--- src/inc/csr_pkg.sv ---
// Shared constants and types for the chip-select and refresh block
package csr_pkg;

    ////////////////////////////////////////////////////////////////////////
    // Select channels
    localparam int unsigned CSR_NSEL = 10;
    localparam int unsigned CSR_NGEN = 8;
    localparam int unsigned CSR_IDX_LOWER = 8;
    localparam int unsigned CSR_IDX_UPPER = 9;
    localparam int unsigned CSR_IDX_W = 4;
    localparam int unsigned CSR_FIELD_W = 10;
    localparam int unsigned CSR_WAIT_W = 4;
    localparam int unsigned CSR_ADDR_W = 20;

    // Address bit positions of the compared field
    localparam int unsigned CSR_MEM_FIELD_LSB = 10;
    localparam int unsigned CSR_IO_FIELD_LSB = 6;

    // Peripheral register block spans 256 bytes
    localparam int unsigned CSR_PRB_BASE_W = 12;
    localparam int unsigned CSR_PRB_LSB = 8;

    ////////////////////////////////////////////////////////////////////////
    // Refresh sub-unit
    localparam int unsigned CSR_TMR_W = 9;
    localparam int unsigned CSR_ROW_W = 12;
    localparam int unsigned CSR_RBASE_W = 7;
    localparam logic [CSR_TMR_W-1:0] CSR_TMR_RST = 9'h1ff;
    localparam logic [CSR_ROW_W-1:0] CSR_ROW_RST = 12'h000;

    ////////////////////////////////////////////////////////////////////////
    // Reset values of a select
    localparam logic [CSR_FIELD_W-1:0] CSR_UPPER_START_RST = 10'h3ff;
    localparam logic [CSR_FIELD_W-1:0] CSR_UPPER_STOP_RST = 10'h3ff;
    localparam logic [CSR_WAIT_W-1:0] CSR_UPPER_WAIT_RST = 4'hf;
    localparam logic [CSR_FIELD_W-1:0] CSR_OFF_START_RST = 10'h3ff;
    localparam logic [CSR_FIELD_W-1:0] CSR_OFF_STOP_RST = 10'h000;

    typedef struct packed {
        logic [CSR_FIELD_W-1:0] start;
        logic [CSR_FIELD_W-1:0] stop;
        logic enable;
        logic io_space;
        logic [CSR_WAIT_W-1:0] waits;
        logic use_ready;
    } csr_sel_cfg_t;

    typedef enum logic [1:0] {
        CSR_ST_IDLE,
        CSR_ST_WAIT,
        CSR_ST_HOLD
    } csr_state_t;

endpackage

--- src/hdl/csr_unit.sv ---
// Chip-select decoder with wait-state control and memory refresh sub-unit
//
// Summary of operation
// Ten selects, each programmable for memory or I/O space.
// After reset only the upper boot select is on, top 1 Kbyte memory.
// Ten-bit start/stop compare on upper address bits: 1 K memory, 64 B I/O.
// A select never asserts when start exceeds stop or it is disabled.
// Programmed waits come first; ready sampled afterwards only if used.
// Selects ignoring ready end the cycle after their programmed waits.
// Overlapping windows: every matching select asserts together.
// If any match uses ready, insert smallest wait count before sampling.
// If no match uses ready, insert largest wait count then terminate.
// No select asserts inside the peripheral register block range.
// Generic selects reach pins only when the port mux picks them.
// Refresh read is requested whenever the 9-bit interval counter expires.
// Refresh cycles show the 12-bit row counter on address bits 12:1.
// Row counter advances only after a refresh cycle really ran.
// Address bits 19:13 come from a programmable base during refresh.
// Select decoding stays active during refresh cycles.
// Refresh drives upper byte strobe and address bit 0 high.
// Pending refresh drops hold acknowledge; requester must release hold.
// Asserted selects last the whole cycle and drop when it ends.
module csr_unit (
    input wire logic mclk_i,
    input wire logic rst_n_i,
    // Select configuration load
    input wire logic cfg_we_i,
    input wire logic [csr_pkg::CSR_IDX_W-1:0] cfg_idx_i,
    input wire csr_pkg::csr_sel_cfg_t cfg_data_i,
    // Peripheral register block placement
    input wire logic [csr_pkg::CSR_PRB_BASE_W-1:0] prb_base_i,
    input wire logic prb_io_i,
    // Port multiplexer for generic select pins
    input wire logic [csr_pkg::CSR_NGEN-1:0] port_mux_sel_i,
    input wire logic [csr_pkg::CSR_NGEN-1:0] port_data_i,
    // Refresh configuration
    input wire logic rfsh_en_i,
    input wire logic [csr_pkg::CSR_TMR_W-1:0] rfsh_interval_i,
    input wire logic [csr_pkg::CSR_RBASE_W-1:0] rfsh_base_i,
    // Core bus cycle request
    input wire logic cyc_req_i,
    input wire logic [csr_pkg::CSR_ADDR_W-1:0] cyc_addr_i,
    input wire logic cyc_io_i,
    input wire logic cyc_byte_hi_n_i,
    // External bus handshakes
    input wire logic ready_i,
    input wire logic hold_i,
    output logic hold_ack_o,
    // Bus outputs
    output logic [csr_pkg::CSR_NGEN-1:0] generic_select_outputs_o,
    output logic lower_sel_n_o,
    output logic upper_boot_select_n_o,
    output logic [csr_pkg::CSR_ADDR_W-1:0] bus_addr_o,
    output logic upper_byte_strobe_n_o,
    output logic bus_busy_o,
    output logic cyc_done_o,
    output logic rfsh_cyc_o,
    output logic rfsh_pend_o,
    output logic [csr_pkg::CSR_ROW_W-1:0] rfsh_row_o
);
    import csr_pkg::*;

    ////////////////////////////////////////////////////////////////////////
    // State

    typedef struct packed {
        csr_state_t st;
        csr_sel_cfg_t [CSR_NSEL-1:0] cfg;
        logic [CSR_NSEL-1:0] sel_n;
        logic [CSR_NGEN-1:0] pins;
        logic [CSR_ADDR_W-1:0] addr;
        logic byte_hi_n;
        logic [CSR_WAIT_W-1:0] wcnt;
        logic use_rdy;
        logic busy;
        logic rfsh_cyc;
        logic done;
        logic hold_ack;
        logic [CSR_TMR_W-1:0] tmr;
        logic pend;
        logic [CSR_ROW_W-1:0] row;
    } csr_unit_t;

    csr_unit_t s_r;
    csr_unit_t s_nxt;

    ////////////////////////////////////////////////////////////////////////
    // Decode helpers

    // Address falls inside the peripheral register block
    function automatic logic in_prb(
        input logic [CSR_ADDR_W-1:0] a,
        input logic io
    );
        in_prb = (io == prb_io_i) &&
                 (a[CSR_ADDR_W-1:CSR_PRB_LSB] == prb_base_i);
    endfunction

    // One select's window check; I/O compares the 64-byte field
    function automatic logic sel_hit(
        input csr_sel_cfg_t c,
        input logic [CSR_ADDR_W-1:0] a,
        input logic io
    );
        logic [CSR_FIELD_W-1:0] f;
        f = io ? a[CSR_IO_FIELD_LSB+CSR_FIELD_W-1:CSR_IO_FIELD_LSB]
               : a[CSR_MEM_FIELD_LSB+CSR_FIELD_W-1:CSR_MEM_FIELD_LSB];
        sel_hit = c.enable && (c.io_space == io) &&
                  (c.start <= c.stop) &&
                  (f >= c.start) && (f <= c.stop) &&
                  !in_prb(a, io);
    endfunction

    ////////////////////////////////////////////////////////////////////////
    // Cycle start: decode all selects and pick the wait count

    logic [CSR_ADDR_W-1:0] start_addr;
    logic start_io;
    logic [CSR_NSEL-1:0] hits;
    logic any_rdy;
    logic [CSR_WAIT_W-1:0] w_min;
    logic [CSR_WAIT_W-1:0] w_max;

    always_comb begin
        // Refresh address: base on 8 Kbyte boundary, row on bits 12:1
        if (s_r.pend) begin
            start_addr = {rfsh_base_i, s_r.row, 1'b1};
            start_io = 1'b0;
        end else begin
            start_addr = cyc_addr_i;
            start_io = cyc_io_i;
        end
        hits = '0;
        any_rdy = 1'b0;
        w_min = '1;
        w_max = '0;
        for (int i = 0; i < CSR_NSEL; i++) begin
            // Decode runs identically for refresh and core cycles
            hits[i] = sel_hit(s_r.cfg[i], start_addr, start_io);
            if (hits[i]) begin
                any_rdy = any_rdy | s_r.cfg[i].use_ready;
                if (s_r.cfg[i].waits < w_min) begin
                    w_min = s_r.cfg[i].waits;
                end
                if (s_r.cfg[i].waits > w_max) begin
                    w_max = s_r.cfg[i].waits;
                end
            end
        end
    end

    ////////////////////////////////////////////////////////////////////////
    // Next state

    logic tmr_expired;
    logic rfsh_taken;

    always_comb begin
        s_nxt = s_r;
        s_nxt.done = 1'b0;
        tmr_expired = 1'b0;
        rfsh_taken = 1'b0;

        // Interval counter reloads on expiry; a disabled unit stays loaded
        if (!rfsh_en_i) begin
            s_nxt.tmr = rfsh_interval_i;
        end else if (s_r.tmr == '0) begin
            s_nxt.tmr = rfsh_interval_i;
            tmr_expired = 1'b1;
        end else begin
            s_nxt.tmr = s_r.tmr - 1'b1;
        end

        if (cfg_we_i && (cfg_idx_i < CSR_IDX_W'(CSR_NSEL))) begin
            s_nxt.cfg[cfg_idx_i] = cfg_data_i;
        end

        unique case (s_r.st)
            CSR_ST_IDLE: begin
                if (s_r.pend || cyc_req_i) begin
                    rfsh_taken = s_r.pend;
                    s_nxt.st = CSR_ST_WAIT;
                    s_nxt.busy = 1'b1;
                    s_nxt.addr = start_addr;
                    s_nxt.sel_n = ~hits;
                    s_nxt.rfsh_cyc = s_r.pend;
                    s_nxt.byte_hi_n = s_r.pend | cyc_byte_hi_n_i;
                    if (hits == '0) begin
                        // No select: external ready alone ends the cycle
                        s_nxt.wcnt = '0;
                        s_nxt.use_rdy = 1'b1;
                    end else if (any_rdy) begin
                        s_nxt.wcnt = w_min;
                        s_nxt.use_rdy = 1'b1;
                    end else begin
                        s_nxt.wcnt = w_max;
                        s_nxt.use_rdy = 1'b0;
                    end
                end else if (hold_i) begin
                    s_nxt.st = CSR_ST_HOLD;
                    s_nxt.hold_ack = 1'b1;
                end
            end
            CSR_ST_WAIT: begin
                if (s_r.wcnt != '0) begin
                    s_nxt.wcnt = s_r.wcnt - 1'b1;
                end else if (!s_r.use_rdy || ready_i) begin
                    s_nxt.st = CSR_ST_IDLE;
                    s_nxt.sel_n = '1;
                    s_nxt.busy = 1'b0;
                    s_nxt.done = 1'b1;
                    s_nxt.rfsh_cyc = 1'b0;
                    if (s_r.rfsh_cyc) begin
                        s_nxt.row = s_r.row + 1'b1;
                    end
                end
            end
            CSR_ST_HOLD: begin
                // Refresh outranks the external master; it must let go
                if (s_r.pend) begin
                    s_nxt.hold_ack = 1'b0;
                end
                if (!hold_i) begin
                    s_nxt.st = CSR_ST_IDLE;
                    s_nxt.hold_ack = 1'b0;
                end
            end
        endcase

        // Expiry in the cycle a request is taken still leaves one pending
        s_nxt.pend = (tmr_expired | (s_r.pend & ~rfsh_taken)) & rfsh_en_i;

        for (int i = 0; i < CSR_NGEN; i++) begin
            s_nxt.pins[i] = port_mux_sel_i[i] ? s_nxt.sel_n[i]
                                               : port_data_i[i];
        end
    end

    ////////////////////////////////////////////////////////////////////////
    // Registers

    always_ff @(posedge mclk_i or negedge rst_n_i) begin
        if (!rst_n_i) begin
            s_r.st <= CSR_ST_IDLE;
            for (int i = 0; i < CSR_NSEL; i++) begin
                s_r.cfg[i].start <= CSR_OFF_START_RST;
                s_r.cfg[i].stop <= CSR_OFF_STOP_RST;
                s_r.cfg[i].enable <= 1'b0;
                s_r.cfg[i].io_space <= 1'b0;
                s_r.cfg[i].waits <= CSR_UPPER_WAIT_RST;
                s_r.cfg[i].use_ready <= 1'b1;
            end
            // Boot ROM reachable straight out of reset
            s_r.cfg[CSR_IDX_UPPER].start <= CSR_UPPER_START_RST;
            s_r.cfg[CSR_IDX_UPPER].stop <= CSR_UPPER_STOP_RST;
            s_r.cfg[CSR_IDX_UPPER].enable <= 1'b1;
            s_r.sel_n <= '1;
            s_r.pins <= '1;
            s_r.addr <= '0;
            s_r.byte_hi_n <= 1'b1;
            s_r.wcnt <= '0;
            s_r.use_rdy <= 1'b0;
            s_r.busy <= 1'b0;
            s_r.rfsh_cyc <= 1'b0;
            s_r.done <= 1'b0;
            s_r.hold_ack <= 1'b0;
            s_r.tmr <= CSR_TMR_RST;
            s_r.pend <= 1'b0;
            s_r.row <= CSR_ROW_RST;
        end else begin
            s_r <= s_nxt;
        end
    end

    ////////////////////////////////////////////////////////////////////////
    // Outputs

    assign generic_select_outputs_o = s_r.pins;
    assign lower_sel_n_o = s_r.sel_n[CSR_IDX_LOWER];
    assign upper_boot_select_n_o = s_r.sel_n[CSR_IDX_UPPER];
    assign bus_addr_o = s_r.addr;
    assign upper_byte_strobe_n_o = s_r.byte_hi_n;
    assign bus_busy_o = s_r.busy;
    assign cyc_done_o = s_r.done;
    assign rfsh_cyc_o = s_r.rfsh_cyc;
    assign rfsh_pend_o = s_r.pend;
    assign rfsh_row_o = s_r.row;
    assign hold_ack_o = s_r.hold_ack;

endmodule

--- config.mk ---
export PLATFORM = sky130hd
export DESIGN_NAME = csr_unit
export DESIGN_NICKNAME = d
export VERILOG_FILES = /design/src/inc/csr_pkg.sv /design/src/hdl/csr_unit.sv
export SDC_FILE = /design/constraint.sdc
export NUM_CORES = 1
export LEC_CHECK = 0
export BUFFER_PORTS_ARGS = -buffer_cell sky130_fd_sc_hd__buf_2
export CORE_ASPECT_RATIO = 1.25
export CORE_MARGIN = 2
export CORE_UTILIZATION = 55
export CTS_CLUSTER_SIZE = 10
export DETAILED_ROUTE_END_ITERATION = 16
export GPL_TIMING_DRIVEN = 0
export PLACE_DENSITY = 0.73
export SLEW_MARGIN = 5
export SYNTH_ARGS = -nofsm -noshare
export SYNTH_HDL_FRONTEND = slang
export SYNTH_SLANG_ARGS = --single-unit
--- constraint.sdc ---
create_clock -name mclk_i -period 35.2 [get_ports mclk_i]
set_clock_uncertainty 0.1 [all_clocks]
set_input_delay 3.52 -clock mclk_i [delete_from_list [all_inputs] [get_ports mclk_i]]
set_output_delay 3.52 -clock mclk_i [all_outputs]
set_load 0.005 [all_outputs]
==> out/summary.txt <==
status: completed
CP arrival: 22.70 ns
syn_nets: 3077
hold path startpoint: bus_addr_o[10]
flop2flop setup slack: 15.08 ns
CTS H-Tree Depth: 2
FFs w/ async S/R, synth: 100%
Crit. Startpoint: cyc_io_i
Critical Path End: s_r[28]
I/O pins: 153
Worst VDD drop: 0.0460 mV
Final Slew Violations: 0
DRT iter0 DRCs: 1310
Synth area leaders: dfstp_2 20%, ha_1 19%, dfrtp_1 15%, mux2_2 8.5%, o21ai_0 4.6%
most frequent CP cell: ha_1
Lkg Pwr: 13.0 nW
most common cell in the netlist: ha_1
ANT cells: 0
ys flop type: dfstp_2
Worst setup SP type: input pin
PortBufs: 125
Post-CTS Setup Inserts: 0
Synth top cells by count: 367 x ha_1, 282 x inv_1, 247 x nand2_1
Post-Synthesis Cells: 2605
DRT Wirelength: 70700 um
Power Total: 0.00170 W
clk sinks: 342
Die Footprint: 46800 um2
Avg Inst Size Synth: 9.52 um2
die height: 241 um
cell count of the worst reg-to-reg path: 86
worst min path class: flip-flop to flip-flop
reg2reg end: s_r[28]
multi-input gate area in the final layout: 14400 um2
share of layout cells above drive strength 1: 23.1%
Final Util: 62.0%
Num CTS Buffers: 41
FP Rows: 87
worst-margin pin slew: 1.23 ns
pin count of the biggest net entering global routing: 120
Setup-failing EPs final: 0
Post-CTS Hold Fix Bufs: 0
NumNets Final: 3259
# resized after CTS: 0
area leader, netlist: dfstp_2
Initial Utilization: 55.3%
Final Cell Area: 27800 um2
total grt overflow: 0
CP required: 35.57 ns
fin crit share: 63.4%
DR pass1 iterations: 5
# fillers: 3662
Skew-Pair Late Insertion Delay: 0.56 ns
synthesis warning total: 0
worst hold margin: 0.379 ns
clock slew at reported path FFs: 0.06 ns
Syn Std Cell Area: 24800 um2
Max-Cap Viols: 0
fmax: 44.8 MHz
Rel. slew slack: 18.2%
slowest cell delay on critical path: 0.69 ns
CTS tree: done
floorplan core area: 44800 um2
Worst setup EP type: flip-flop
GRT Total Usage: 30.2%
top cell type's share of synthesized area: 20.0%
Root Buffer: clkbuf_16
flip-flop and latch area: 8790 um2
#FFs+latches synth: 342
Synth cell types: 94
DRC viols: 0
setup TNS: 0 ns
Final Hold Fails: 0
Die Wd: 194 um
RSZ-0062 raised after global routing: no
vias per cell: 6.06
critical path peak fanout: 12
crit path kind: input pin to flip-flop
EDFF count, synth: 0
reg-to-reg startpoint: rfsh_pend_o
Wirelength per Cell: 20.8 um
dpl hpwl: 51900 um
initial antenna violation count: 0
GP Congestion: 0.921
vias: 20587
Antenna Violating Nets Remaining: 0
Clock Path Buffers: 3
fin crit period: 22.33 ns
post-place instance area: 26600 um2
synth-to-layout area growth: 12.2%
first-pass GRT wire length: 113000 um
vias in the first global route: 21387
Pwr Density: 61.0 nW/um2
Crit-path slowest cell: nor2_1
sequential area share after synthesis: 35.5%
[state kept, by name, indices dropped and copies added (netlist names), 8 cells and up]
| register | count |
|---|---|
| bus_addr_o | 20 |
| rfsh_row_o | 12 |
| generic_select_outputs_o | 8 |
| s_r | 294 |
[power by group]
part	internal [W]	total (W)	switching, W
logic	0.000310	0.000693	0.000384
registers	0.000532	0.000602	0.0000700
clock network	0.000233	0.000403	0.000170
[placed cells by master, fill, tap and decap left out, types with 30 or more instances in the layout]
master / instances
nand3_1: 41
dfrtp_1: 153
dfstp_2: 189
nor2b_1: 42
clkbuf_1: 101
xnor2_1: 37
mux2_2: 188
buf_4: 41
o21ai_0: 221
nor2_1: 98
mux2i_1: 46
nand2b_1: 30
buf_2: 125
a21oi_1: 102
nand2_1: 247
clkbuf_16: 43
inv_1: 282
a21o_1: 76
nand4_1: 44
nor3_1: 37
ha_1: 367
[worst min path at each step]
stage                                  endpoint  slack (ns)  depth (start not counted)
after detailed placement          bus_addr_o[2]        0.37                          2
final                            bus_addr_o[10]        0.38                          2
after global routing                    s_r[21]        0.41                          2
after global placement            bus_addr_o[2]        0.36                          2
after floorplan                   bus_addr_o[0]        0.35                          2
after CTS                 upper_byte_strobe_n_o        0.38                          2
[metal layers]
metal	GRT usage [%]	wire [um]	vias to the layer above
li1	-	-	9519
met1	35.5	28000	10109
met2	54.0	34800	751
met3	4.65	4290	208
met4	15.0	3630	0
met5	0	0	-
[kinds of logic (layout without fill, tap and decap cells)]
| family | count (synthesis) | in the layout | synth area share [%] |
|---|---|---|---|
| compound gates | 588 | 588 | 15.0 |
| simple gates | 611 | 611 | 11.9 |
| fa+ha+maj | 369 | 369 | 18.6 |
| flops | 342 | 342 | 35.5 |
| mux | 236 | 236 | 10.5 |
| xor+xnor | 46 | 46 | 1.62 |
| buf+inv | 413 | 627 | 6.94 |
[worst max-delay path, delay by kind of cell]
kind | cells | cell delay (ns)
AO/OA/AOI/OAI | 36 | 6.61
adder cells (fa/ha/maj) | 12 | 3.53
buffers and inverters | 6 | 1.24
multiplexers | 8 | 2.77
AND/OR/NAND/NOR | 23 | 4.95
[per-stage QoR]
stage,std cells,setup WS (ns)
2_1_floorplan,2605,14.49
3_3_place_gp,3308,9.88
3_5_place_dp,3322,12.61
4_1_cts,3397,13.13
5_1_grt,3397,11.69
6_report,3397,12.87
[area by class of cell]
type                       instances  area share [%]
tap                              578            2.60
clock buffer                      73            4.38
clock inverter                     2          0.0630
sequential                       342            31.6
timing repair buffer             139            3.36
buffer                           130            2.37
inverter                         283            3.82
multi-input combinational       1850            51.8
(Power assumes the default switching activity.)
